<file path="src/scrbm_consts.svh">
`ifndef SCRBM_CONSTS_SVH
`define SCRBM_CONSTS_SVH

// ----------------------------------------------------------------
// APB register offsets (byte addresses, one aligned word each)
// ----------------------------------------------------------------
`define SCRBM_OFS_CONFIG 8'h00
`define SCRBM_OFS_POSITION 8'h04
`define SCRBM_OFS_STATUS 8'h08
`define SCRBM_OFS_REFUSED 8'h0c

// ----------------------------------------------------------------
// Field positions
// ----------------------------------------------------------------
`define SCRBM_BIT_WDOG_DIS 2
`define SCRBM_BIT_ROM_EN 1
`define SCRBM_POS_MSB 3
`define SCRBM_ST_SPECIAL 0
`define SCRBM_ST_WIN_OPEN 1
`define SCRBM_ST_MODE_LSB 2
`define SCRBM_ST_MODE_MSB 3
`define SCRBM_ST_WDOG_USED 4
`define SCRBM_ST_POS_USED 5
`define SCRBM_RF_CFG 0
`define SCRBM_RF_POS 1
`define SCRBM_RF_CNT_LSB 8
`define SCRBM_RF_CNT_MSB 15

// ----------------------------------------------------------------
// Reset values and counts
// ----------------------------------------------------------------
`define SCRBM_POS_RESET 4'h1
`define SCRBM_WIN_CYCLES 64
`define SCRBM_CNT_MAX 8'hff

// ----------------------------------------------------------------
// Memory map figures
// ----------------------------------------------------------------
`define SCRBM_ROM_BASE 16'hc000
`define SCRBM_REGBLK_LSB 7
`define SCRBM_REGBLK_PAD 5'h00
`define SCRBM_PAGE_LSB 12

`endif

</file>
<file path="src/scrbm_pkg.sv">
`default_nettype none

package scrbm_pkg;

	// Operating mode as caught from the straps {mode_b, mode_a}
	typedef enum logic [1:0] {
		SCRBM_MODE_BOOT = 2'b00,
		SCRBM_MODE_TEST = 2'b01,
		SCRBM_MODE_SINGLE = 2'b10,
		SCRBM_MODE_EXPAND = 2'b11
	} scrbm_mode_t;

	// Write window after reset release
	typedef enum logic [1:0] {
		SCRBM_WIN_OPEN = 2'b00,
		SCRBM_WIN_SHUT = 2'b01
	} scrbm_win_t;

endpackage

`default_nettype wire

</file>
<file path="src/scrbm_wdog_gate.sv">
`timescale 1ns/10ps
`default_nettype none

// ----------------------------------------------------------------
// Watchdog timeout to system reset gate
// ----------------------------------------------------------------
module scrbm_wdog_gate (
	input wire logic mclk,
	input wire logic srst,
	input wire logic wdog_timeout,
	input wire logic watchdog_disable,
	output logic sys_reset_req
);

	logic sys_reset_req_ff;

	// Registered so the reset request cannot glitch on a late timeout edge
	always_ff @(posedge mclk) begin
		if (srst) begin
			sys_reset_req_ff <= 1'b0;
		end else begin
			sys_reset_req_ff <= wdog_timeout & ~watchdog_disable;
		end
	end

	assign sys_reset_req = sys_reset_req_ff;

endmodule

`default_nettype wire

</file>
<file path="src/scrbm_decode.sv">
`timescale 1ns/10ps
`default_nettype none

`include "scrbm_consts.svh"

// ----------------------------------------------------------------
// Memory map decode for register block and on-chip ROM
// ----------------------------------------------------------------
module scrbm_decode (
	input wire logic [15:0] mem_addr,
	input wire logic rom_map_enable,
	input wire logic [3:0] reg_block_page,
	output logic regs_sel,
	output logic rom_sel,
	output logic [6:0] regs_offset
);

	logic in_page;
	logic in_block;

	// 128-byte block at the start of the chosen 4 KiB page
	assign in_page = (mem_addr[15:`SCRBM_PAGE_LSB] == reg_block_page);
	assign in_block = (mem_addr[`SCRBM_PAGE_LSB-1:`SCRBM_REGBLK_LSB] == `SCRBM_REGBLK_PAD);
	assign regs_sel = in_page & in_block;
	assign regs_offset = mem_addr[`SCRBM_REGBLK_LSB-1:0];

	// Registers win over ROM where they overlap
	assign rom_sel = rom_map_enable & (mem_addr >= `SCRBM_ROM_BASE) & ~regs_sel;

endmodule

`default_nettype wire

</file>
<file path="src/scrbm_top.sv">
// Functional notes
// - Normal mode: watchdog disable written once, only in first 64 cycles.
// - Special mode: watchdog disable writable at any time, no restriction.
// - Reset: watchdog disable is 0 in normal mode, 1 in special mode.
// - Watchdog disable 0: a watchdog timeout forces system reset.
// - Watchdog disable 1: a watchdog timeout causes no reset.
// - ROM map enable ignores writes in normal mode; writable in special.
// - ROM map enable resets to 1 except normal expanded mode, where 0.
// - ROM map enable 1: ROM answers addresses C000 to FFFF.
// - ROM map enable 0: ROM answers no address.
// - Register block is 128 contiguous bytes on any 4 KiB boundary.
// - Register block sits at 1000 unless software moves it.
// - Block base top nibble comes from position register, resets to 1.
// - Registers win over overlapped ROM, which becomes unreachable.
//
// Added by the designer: the address map and register access over APB.
`timescale 1ns/10ps
`default_nettype none

`include "scrbm_consts.svh"

module scrbm_top #(
	parameter int WIN_CYCLES = `SCRBM_WIN_CYCLES
) (
	input wire logic mclk,
	input wire logic srst,
	// Mode straps, sampled during reset
	input wire logic mode_a_strap,
	input wire logic mode_b_strap,
	// APB slave
	input wire logic psel,
	input wire logic penable,
	input wire logic pwrite,
	input wire logic [7:0] paddr,
	input wire logic [31:0] pwdata,
	input wire logic [3:0] pstrb,
	output logic [31:0] prdata,
	output logic pready,
	output logic pslverr,
	// Core address decode
	input wire logic [15:0] mem_addr,
	output logic regs_sel,
	output logic rom_sel,
	output logic [6:0] regs_offset,
	// Watchdog
	input wire logic wdog_timeout,
	output logic sys_reset_req,
	// Configuration seen by the rest of the chip
	output logic watchdog_disable,
	output logic rom_map_enable,
	output logic special_mode_flag,
	output logic [3:0] register_block_position
);

	// ----------------------------------------------------------------
	// Declarations
	// ----------------------------------------------------------------
	localparam int CNT_W = $clog2(WIN_CYCLES + 1);
	localparam logic [CNT_W-1:0] WIN_LAST = CNT_W'(WIN_CYCLES - 1);

	scrbm_pkg::scrbm_mode_t mode_ff;
	scrbm_pkg::scrbm_win_t win_ff;
	scrbm_pkg::scrbm_win_t nxt_win;
	logic [CNT_W-1:0] win_cnt_ff;
	logic [CNT_W-1:0] nxt_win_cnt;
	logic wdog_dis_ff;
	logic rom_en_ff;
	logic [3:0] pos_ff;
	logic wdog_used_ff;
	logic pos_used_ff;
	logic cfg_refused_ff;
	logic pos_refused_ff;
	logic [7:0] refused_cnt_ff;
	logic [31:0] prdata_ff;
	logic pslverr_ff;
	logic special;
	logic win_open;
	logic setup_ph;
	logic access_ph;
	logic wr_lane0;
	logic hit_cfg;
	logic hit_pos;
	logic hit_status;
	logic hit_refused;
	logic hit_any;
	logic wr_cfg;
	logic wr_pos;
	logic wr_refused;
	logic wdog_wr_ok;
	logic pos_wr_ok;
	logic cfg_refuse_ev;
	logic pos_refuse_ev;
	logic [31:0] rd_word;
	logic [31:0] status_word;
	logic [31:0] refused_word;

	// ----------------------------------------------------------------
	// Mode capture
	// ----------------------------------------------------------------

	// Straps are caught by the clocked reset, held steady afterwards
	always_ff @(posedge mclk) begin
		if (srst) begin
			mode_ff <= scrbm_pkg::scrbm_mode_t'({mode_b_strap, mode_a_strap});
		end
	end

	// Boot and test modes are the special modes
	assign special = (mode_ff == scrbm_pkg::SCRBM_MODE_BOOT) |
		(mode_ff == scrbm_pkg::SCRBM_MODE_TEST);

	// ----------------------------------------------------------------
	// Write window after reset release
	// ----------------------------------------------------------------

	// Next window state: open for WIN_CYCLES clocks, then shut for good
	always_comb begin
		nxt_win = win_ff;
		nxt_win_cnt = win_cnt_ff;
		case (win_ff)
			scrbm_pkg::SCRBM_WIN_OPEN: begin
				nxt_win_cnt = win_cnt_ff + CNT_W'(1);
				if (win_cnt_ff == WIN_LAST) begin
					nxt_win = scrbm_pkg::SCRBM_WIN_SHUT;
				end
			end
			scrbm_pkg::SCRBM_WIN_SHUT: begin
				nxt_win = scrbm_pkg::SCRBM_WIN_SHUT;
			end
			default: begin
				nxt_win = scrbm_pkg::SCRBM_WIN_SHUT;
			end
		endcase
	end

	// Counter starts at zero on the first edge after release
	always_ff @(posedge mclk) begin
		if (srst) begin
			win_ff <= scrbm_pkg::SCRBM_WIN_OPEN;
			win_cnt_ff <= '0;
		end else begin
			win_ff <= nxt_win;
			win_cnt_ff <= nxt_win_cnt;
		end
	end

	assign win_open = (win_ff == scrbm_pkg::SCRBM_WIN_OPEN);

	// ----------------------------------------------------------------
	// APB decode
	// ----------------------------------------------------------------
	assign setup_ph = psel & ~penable;
	assign access_ph = psel & penable;
	assign wr_lane0 = access_ph & pwrite & pstrb[0];

	// Address decode by comparison chain
	always_comb begin
		hit_cfg = 1'b0;
		hit_pos = 1'b0;
		hit_status = 1'b0;
		hit_refused = 1'b0;
		if (paddr == `SCRBM_OFS_CONFIG) begin
			hit_cfg = 1'b1;
		end else if (paddr == `SCRBM_OFS_POSITION) begin
			hit_pos = 1'b1;
		end else if (paddr == `SCRBM_OFS_STATUS) begin
			hit_status = 1'b1;
		end else if (paddr == `SCRBM_OFS_REFUSED) begin
			hit_refused = 1'b1;
		end
	end

	assign hit_any = hit_cfg | hit_pos | hit_status | hit_refused;
	assign wr_cfg = wr_lane0 & hit_cfg;
	assign wr_pos = wr_lane0 & hit_pos;
	assign wr_refused = wr_lane0 & hit_refused;

	// ----------------------------------------------------------------
	// Write permission
	// ----------------------------------------------------------------

	// Normal mode: one write inside the window; special mode: always
	assign wdog_wr_ok = special | (win_open & ~wdog_used_ff);
	assign pos_wr_ok = special | (win_open & ~pos_used_ff);
	assign cfg_refuse_ev = wr_cfg & ~wdog_wr_ok;
	assign pos_refuse_ev = wr_pos & ~pos_wr_ok;

	// ----------------------------------------------------------------
	// System configuration register
	// ----------------------------------------------------------------

	// Watchdog disable; reset value follows the caught mode
	always_ff @(posedge mclk) begin
		if (srst) begin
			wdog_dis_ff <= ~mode_b_strap;
		end else if (wr_cfg & wdog_wr_ok) begin
			wdog_dis_ff <= pwdata[`SCRBM_BIT_WDOG_DIS];
		end
	end

	// Once-only latch; only normal mode consumes the single write
	always_ff @(posedge mclk) begin
		if (srst) begin
			wdog_used_ff <= 1'b0;
		end else if (wr_cfg & wdog_wr_ok & ~special) begin
			wdog_used_ff <= 1'b1;
		end
	end

	// ROM map enable: on except in normal expanded mode
	always_ff @(posedge mclk) begin
		if (srst) begin
			rom_en_ff <= ~(mode_b_strap & mode_a_strap);
		end else if (wr_cfg & special) begin
			rom_en_ff <= pwdata[`SCRBM_BIT_ROM_EN];
		end
	end

	// ----------------------------------------------------------------
	// Register block position register
	// ----------------------------------------------------------------

	// Shares the once-in-window policy of the watchdog bit
	always_ff @(posedge mclk) begin
		if (srst) begin
			pos_ff <= `SCRBM_POS_RESET;
		end else if (wr_pos & pos_wr_ok) begin
			pos_ff <= pwdata[`SCRBM_POS_MSB:0];
		end
	end

	// Once-only latch for the position register
	always_ff @(posedge mclk) begin
		if (srst) begin
			pos_used_ff <= 1'b0;
		end else if (wr_pos & pos_wr_ok & ~special) begin
			pos_used_ff <= 1'b1;
		end
	end

	// ----------------------------------------------------------------
	// Refused-write tracking
	// ----------------------------------------------------------------

	// Sticky flags, write one to clear; a new refusal wins over the clear
	always_ff @(posedge mclk) begin
		if (srst) begin
			cfg_refused_ff <= 1'b0;
		end else if (cfg_refuse_ev) begin
			cfg_refused_ff <= 1'b1;
		end else if (wr_refused & pwdata[`SCRBM_RF_CFG]) begin
			cfg_refused_ff <= 1'b0;
		end
	end

	always_ff @(posedge mclk) begin
		if (srst) begin
			pos_refused_ff <= 1'b0;
		end else if (pos_refuse_ev) begin
			pos_refused_ff <= 1'b1;
		end else if (wr_refused & pwdata[`SCRBM_RF_POS]) begin
			pos_refused_ff <= 1'b0;
		end
	end

	// Saturating count so a runaway loop cannot wrap it back to zero
	always_ff @(posedge mclk) begin
		if (srst) begin
			refused_cnt_ff <= 8'h00;
		end else if ((cfg_refuse_ev | pos_refuse_ev) && (refused_cnt_ff != `SCRBM_CNT_MAX)) begin
			refused_cnt_ff <= refused_cnt_ff + 8'h01;
		end
	end

	// ----------------------------------------------------------------
	// Read data
	// ----------------------------------------------------------------

	// Status word shows live mode and window state
	always_comb begin
		status_word = 32'h0000_0000;
		status_word[`SCRBM_ST_SPECIAL] = special;
		status_word[`SCRBM_ST_WIN_OPEN] = win_open;
		status_word[`SCRBM_ST_MODE_MSB:`SCRBM_ST_MODE_LSB] = mode_ff;
		status_word[`SCRBM_ST_WDOG_USED] = wdog_used_ff;
		status_word[`SCRBM_ST_POS_USED] = pos_used_ff;
	end

	// Refusal word: flags low, count in the second byte
	always_comb begin
		refused_word = 32'h0000_0000;
		refused_word[`SCRBM_RF_CFG] = cfg_refused_ff;
		refused_word[`SCRBM_RF_POS] = pos_refused_ff;
		refused_word[`SCRBM_RF_CNT_MSB:`SCRBM_RF_CNT_LSB] = refused_cnt_ff;
	end

	// Read mux; both configuration bits readable at any time
	always_comb begin
		rd_word = 32'h0000_0000;
		if (hit_cfg) begin
			rd_word[`SCRBM_BIT_WDOG_DIS] = wdog_dis_ff;
			rd_word[`SCRBM_BIT_ROM_EN] = rom_en_ff;
		end else if (hit_pos) begin
			rd_word[`SCRBM_POS_MSB:0] = pos_ff;
		end else if (hit_status) begin
			rd_word = status_word;
		end else if (hit_refused) begin
			rd_word = refused_word;
		end
	end

	// Read data and error are captured in the setup cycle, so the
	// access cycle completes at once with registered outputs
	always_ff @(posedge mclk) begin
		if (srst) begin
			prdata_ff <= 32'h0000_0000;
		end else if (setup_ph & ~pwrite) begin
			prdata_ff <= rd_word;
		end
	end

	always_ff @(posedge mclk) begin
		if (srst) begin
			pslverr_ff <= 1'b0;
		end else if (setup_ph) begin
			pslverr_ff <= ~hit_any;
		end
	end

	assign prdata = prdata_ff;
	assign pready = 1'b1;
	assign pslverr = pslverr_ff & access_ph;

	// ----------------------------------------------------------------
	// Memory map decode and watchdog gate
	// ----------------------------------------------------------------
	scrbm_decode u_decode (
		.mem_addr(mem_addr),
		.rom_map_enable(rom_en_ff),
		.reg_block_page(pos_ff),
		.regs_sel(regs_sel),
		.rom_sel(rom_sel),
		.regs_offset(regs_offset)
	);

	scrbm_wdog_gate u_wdog_gate (
		.mclk(mclk),
		.srst(srst),
		.wdog_timeout(wdog_timeout),
		.watchdog_disable(wdog_dis_ff),
		.sys_reset_req(sys_reset_req)
	);

	// ----------------------------------------------------------------
	// Configuration outputs
	// ----------------------------------------------------------------
	assign watchdog_disable = wdog_dis_ff;
	assign rom_map_enable = rom_en_ff;
	assign special_mode_flag = special;
	assign register_block_position = pos_ff;

endmodule

`default_nettype wire

</file>
<file path="config.mk">
export PLATFORM = sky130hd
export DESIGN_NAME = scrbm_top
export DESIGN_NICKNAME = d
export VERILOG_FILES = /design/src/scrbm_pkg.sv /design/src/scrbm_wdog_gate.sv /design/src/scrbm_decode.sv /design/src/scrbm_top.sv
export VERILOG_INCLUDE_DIRS = /design/src
export SDC_FILE = /design/constraint.sdc
export NUM_CORES = 1
export LEC_CHECK = 0
export ABC_AREA = 0
export BUFFER_PORTS_ARGS = -buffer_cell sky130_fd_sc_hd__buf_2
export CAP_MARGIN = 20
export CORE_ASPECT_RATIO = 2
export CORE_MARGIN = 2
export CORE_UTILIZATION = 48
export CTS_CLUSTER_DIAMETER = 40
export DETAILED_ROUTE_END_ITERATION = 10
export GPL_TIMING_DRIVEN = 0
export MAX_ROUTING_LAYER = met4
export PLACE_DENSITY = 0.85
export SYNTH_ARGS = -nofsm -noshare
export SYNTH_HDL_FRONTEND = slang
export SYNTH_SLANG_ARGS = --single-unit
</file>
<file path="constraint.sdc">
create_clock -name mclk -period 5.4 [get_ports mclk]
set_input_delay 1.08 -clock mclk [delete_from_list [all_inputs] [get_ports mclk]]
set_output_delay 1.08 -clock mclk [all_outputs]
set_load 0.01 [all_outputs]
</file>
==> run metrics, run 1 <==
Worst setup EP type=output port; most frequent cell after synthesis=nor2_1; crit-path most repeated cell=buf_2; Die Height=around 100 µm; critical path arrival=2.13 ns; Post-synth EDFFs=4; mapped cell area=2197 µm²; layout cells sized above 1=between 30% and 40%; Commonest cells post-synth=nor2_1 (45), dfxtp_1 (40), buf_4 (26), a22oi_1 (11); Starting Density=50.14%; fin nets=398; area of the multi-input gates=1087 µm²; period utilization=59.41%; FP Rows=34; final setup TNS=0 ns; final-report max-slew violation count=0; # hold bufs at CTS=0; Area contributors post-synth=dfxtp_1 (36%), buf_4 (8.9%), nor2_1 (7.7%), edfxtp_1 (5.5%), xnor2_1 (4.0%); ys flop type=dfxtp_1; largest net degree at the start of global routing=14; Bufs on Longest Clock Path=2; worst-path fanout max=2; vias in the first global route=approximately 1900; final worst slack=around 2.2 ns; drt drc=0; unrepaired setup endpoints after global routing=no; relative slew slack=61.13%; Critical Path Max Stage Delay=0.50 ns; initial drt markers=between 50 and 60; slowest stage cell, crit path=or4_1; FMAX=311.7 MHz; Reg clk slew, reported paths=0.08 ns; asr flop ratio synth=0%; Netlist cell types=46; Num CTS Buffers=5; clk_skew=roughly 0.0032 ns; gpl congestion=0.9260; fill count=between 300 and 400; synth warn=0; Routed WL per cell=between 10 and 15 µm; Peak VDD IR=0.1687 mV; total power=0.6452 mW; Post-CTS Resized=0; core area=4382 µm²; Synth area leader=dfxtp_1; Worst Tran Pin Value=0.5798 ns; DP HPWL=between 4000 and 5000 µm; Mean Syn Cell Area=between 8 and 9 µm²; number of max-cap violations=0; Leak=1.186 nW; final hold violations=0; PortBufs=between 50 and 60; remaining antenna violation count after routing=0; antenna violations before repair=0; Die ar.=5167 µm²; CTS HTree Levels=2; CTS tree=done; Layout area overhead=24.09%; Final min period=between 3 and 4 ns; Clock Sinks=44; crit path launch type=primary input; first-pass GRT wire length=8155 µm; total setup buffers inserted after CTS=0; hold crit path type=reg -> reg; Finished Core Util=62.22%; pre-CTS setup slack=2.170 ns; I/O pin count=119; # setup viols final=0; status=complete, no violations; global-route congestion overflow total=0; Yosys top cell area share=36.45%; GRT Overall Usage=21.42%; CP Cell Sequence=buf_2 -> or4_1 -> nor3_1 -> nor2_1 -> buf_2; cell count after synthesis=245; CTS Root Cell=clkbuf_8; Worst-Skew Late Latency=0.30 ns; Worst EP required=roughly 4.3 ns; register area share after synthesis=approximately two fifths; Die X=51.84 µm; FF/Latch Area=slightly above 900 µm²; 1st-pass router iterations=4; critical setup path kind=in -> out; pwr/cell area=236.6 nW/µm²; vias per cell=5.264; WL final=~5100 µm; ant diodes=0; number of synthesized register bits=44; via count=2016
[per-layer routing]
| layer | wire (µm) | vias up | track usage [%] |
|---|---|---|---|
| met5 | 0 | - | - |
| met4 | 124 | 0 | 11.54 |
| met3 | 435 | 12 | 3.904 |
| met2 | 2856 | 102 | 39.24 |
| met1 | 1678 | 930 | 19.73 |
| li1 | - | 972 | - |
[report_power, final]
part           total [mW]  internal, mW  switching, mW
logic              0.0720        0.0347         0.0374
registers           0.339         0.335        0.00459
clock network       0.234         0.119          0.115
total               0.645         0.488          0.157
[worst max-delay path, delay by kind of cell]
family / cells / cell delay [ns]
AND/OR/NAND/NOR: 3 / 0.81
buffers and inverters: 2 / 0.23
[metrics by stage]
stage / hold slack (ns) / std cells / cell area, µm²
final: 0.4508 / 383 / 2726
after global routing: 0.4689 / 383 / 2726
after CTS: 0.4520 / 383 / 2726
after detailed placement: 0.4419 / 375 / 2624
after global placement: 0.4343 / 375 / 2624
after floorplan: 0.4580 / 262 / 2261
[registers in the layout, summed over array words and instances (netlist names)]
register,cells
pos_used_ff,1
refused_cnt_ff,8
wdog_used_ff,1
mode_ff,2
register_block_position,4
cfg_refused_ff,1
rom_map_enable,1
watchdog_disable,1
pos_refused_ff,1
win_cnt_ff,7
pslverr_ff,1
prdata,14
u_wdog_gate.sys_reset_req,1
win_ff,1
[area by class of cell]
class | count | area share (%)
Clock buffer | 7 | 3.580
Sequential cell | 44 | 33.78
Buffer | 36 | 8.582
Inverter | 5 | 0.6884
Timing Repair Buffer | 59 | 10.83
Multi-Input combinational cell | 177 | 39.88
Tap cell | 54 | 2.478
Clock inverter | 1 | 0.1836
[layout by cell type (no fill, tap or decap), types with 3 or more instances in the layout]
cell type / synthesis / final
mux2_2: 3 / 3
nor4_1: 3 / 3
buf_1: 4 / 4
clkbuf_1: 5 / 6
o21ai_0: 4 / 4
clkbuf_8: 0 / 5
xor2_1: 3 / 3
nor3_1: 4 / 4
nand2_1: 7 / 7
nand4_1: 4 / 4
a31oi_1: 3 / 3
nor2b_1: 6 / 6
buf_4: 26 / 26
a21oi_1: 10 / 10
edfxtp_1: 4 / 4
conb_1: 2 / 19
inv_1: 5 / 5
buf_2: 1 / 60
dfxtp_1: 40 / 40
a22oi_1: 11 / 11
xnor2_1: 10 / 10
mux2i_1: 6 / 6
nand3_1: 9 / 9
nor2_1: 45 / 45
[worst paths after layout]
| path | from | to | slack, ns | cells past startpoint |
|---|---|---|---|---|
| worst max-delay path | mem_addr[8] | rom_sel | 2.19 | 5 |
| worst max register to register | win_ff[0] | refused_cnt_ff[5] | 3.53 | 5 |
| worst min register to register | prdata[5] | prdata[5] | 0.45 | 2 |
| worst min-delay path | prdata[5] | prdata[5] | 0.45 | 2 |
[cell families after synthesis]
kind of cell	after synthesis	synth area share [%]
compound gates	37	11.22
xor+xnor	13	5.182
fa+ha+maj	2	1.139
buf+inv	41	11.50
flops	44	41.91
mux	10	5.296
other cells	2	0.3418
simple gates	96	23.41
No activity file was read; power rests on OpenSTA's default activity.
==> run 2: changes to the inputs <==
--- a/config.mk
+++ b/config.mk
@@ -11,12 +11,12 @@
 export CAP_MARGIN = 20
 export CORE_ASPECT_RATIO = 2
 export CORE_MARGIN = 2
-export CORE_UTILIZATION = 48
+export CORE_UTILIZATION = 40
 export CTS_CLUSTER_DIAMETER = 40
 export DETAILED_ROUTE_END_ITERATION = 10
 export GPL_TIMING_DRIVEN = 0
 export MAX_ROUTING_LAYER = met4
-export PLACE_DENSITY = 0.85
+export PLACE_DENSITY = 0.76
 export SYNTH_ARGS = -nofsm -noshare
 export SYNTH_HDL_FRONTEND = slang
 export SYNTH_SLANG_ARGS = --single-unit
==> constraint.sdc (replaced) <==
create_clock -name mclk -period 2.76 [get_ports mclk]
set_input_delay 0.552 -clock mclk [delete_from_list [all_inputs] [get_ports mclk]]
set_output_delay 0.552 -clock mclk [all_outputs]
set_load 0.01 [all_outputs]
==> run 2 against run 1 <==
  * Cell count is 1.3% higher
  * Critical path depth unchanged
  * Clock power increased by 64%
  * Highest routed layer unchanged
  * Sequential cell count unchanged
  * Sequential share of layout area rose by 0.23 points
  * Utilization shrank 12 points
==> run metrics, run 2 (synthesized netlist as in run 1, its figures left out) <==
crit path launch type=primary input; area post-placement=2631 µm²; Routed WL per cell=13.73 µm; GRT Overall Usage=18.64%; pre-CTS setup slack=0.4783 ns; max reg flops=14; Post-CTS Resized=0; global-route congestion overflow total=0; WHS=0.4433 ns; CTS tree=done; hold crit path type=in -> reg; total setup buffers inserted after CTS=0; FMAX=462.7 MHz; most frequent cells in the layout=buf_2 (60), nor2_1 (45), dfxtp_1 (40); # hold bufs at CTS=0; DP HPWL=between 4000 and 5000 µm; clk_skew=0.006484 ns; final-report max-slew violation count=0; final worst slack=0.5987 ns; worst flop-to-flop path endpoint=refused_cnt_ff[5]; pwr/cell area=439.4 nW/µm²; Reg clk slew, reported paths=roughly 0.080 ns; vias per cell=roughly 5.1; first-pass GRT wire length=8459 µm; Layout area overhead=23.23%; Worst EP required=2.21 ns; core area=5373 µm²; layout cells sized above 1=31.40%; final setup TNS=0 ns; final hold violations=0; ant diodes=0; I/O pin count=119; initial drt markers=66; Num CTS Buffers=5; number of max-cap violations=0; hold worst-path end=mode_ff[0]; WL final=5329 µm; Starting Density=40.89%; 1st-pass router iterations=5; fin area=2708 µm²; Clock Sinks=44; antenna violations before repair=0; Die ar.=~6100 µm²; gpl congestion=0.8096; # setup viols final=0; fill count=542; critical setup path kind=in -> out; Worst Tran Pin Value=0.5675 ns; r2r worst-path depth=5; RR Startpoint=win_ff[0]; drt drc=0; CTS Root Cell=clkbuf_8; CTS HTree Levels=2; vias in the first global route=1966; fin nets=398; Final min period=2.161 ns; Die Height=108.8 µm; FP Rows=38; M2 GR Usage=36.97%; Bufs on Longest Clock Path=2; Worst setup EP type=output port; unrepaired setup endpoints after global routing=no; met1 usage=13.64%; R2R setup slack=0.98 ns; relative slew slack=62.00%; M3 GR Usage=3.915%; Most Crowded Layer GR=met2; largest net degree at the start of global routing=13; remaining antenna violation count after routing=0; Die X=56.41 µm; most common cell after layout, fill and taps aside=buf_2; critical path arrival=around 1.6 ns; Peak VDD IR=0.3618 mV; Hold Startpoint=mode_a_strap; Hold Path Cell Cnt=1; worst-path fanout max=2; Worst-Skew Late Latency=0.31 ns; status=complete, no violations; PortBufs=59; via count=1983; period utilization=78.31%; Leak=1.171 nW
-- run 2: cell count changes in the layout (fill, tap and decap cells not counted) --
cell	change
clkinv_2	-1
clkbuf_1	+1
clkbuf_16	-1
-- run 2: worst max-delay path by stage --
| stage | start | to | depth (start not counted) | slack [ns] |
|---|---|---|---|---|
| after detailed placement | paddr[7] | refused_cnt_ff[5] | 6 | 0.48 |
| final | mem_addr[8] | rom_sel | 5 | 0.60 |
| after global placement | paddr[7] | refused_cnt_ff[5] | 6 | 0.50 |
| after floorplan | mem_addr[8] | rom_sel | 3 | 0.64 |
| after global routing | mem_addr[8] | rom_sel | 5 | 0.57 |
| after CTS | mem_addr[8] | rom_sel | 5 | 0.58 |
-- run 2: final cells by class --
cell class                 count  area [µm²]  area share (%)
clock buffer                   7       76.32           2.819
sequential                    44       920.9           34.01
tap                           60       75.07           2.773
inverter                       5       18.77          0.6932
buffer                        36       234.0           8.641
timing repair buffer          59       295.3           10.91
multi-input combinational    177        1087           40.16
-- run 2: per-stage QoR --
stage	instances	utilization [%]	power, mW
final	388	50.40	1.190
after global routing	388	50.40	1.234
after CTS	388	50.40	1.209
after detailed placement	381	48.98	0.8214
after global placement	381	48.98	0.8191
after floorplan	262	-	0.7699
-- run 2: worst max-delay path, stage by stage --
cell and delay (ns):
buf_2 0.09, or4_1 0.52, nor3_1 0.22, nor2_1 0.08
buf_2 0.14
-- run 2: where the power goes --
group	internal [mW]	total (mW)	leakage (nW)	switching (mW)
Clock	0.174	0.383	0.0383	0.208
Combinational	0.0681	0.144	0.770	0.0755
Sequential	0.655	0.664	0.362	0.00825
Total	0.898	1.19	1.17	0.292
-- run 2: routing by layer --
metal	vias to the layer above	share of wire, %
met5	-	0
li1	970	-
met1	891	30
met3	22	7.3
met4	0	4.9
met2	100	57
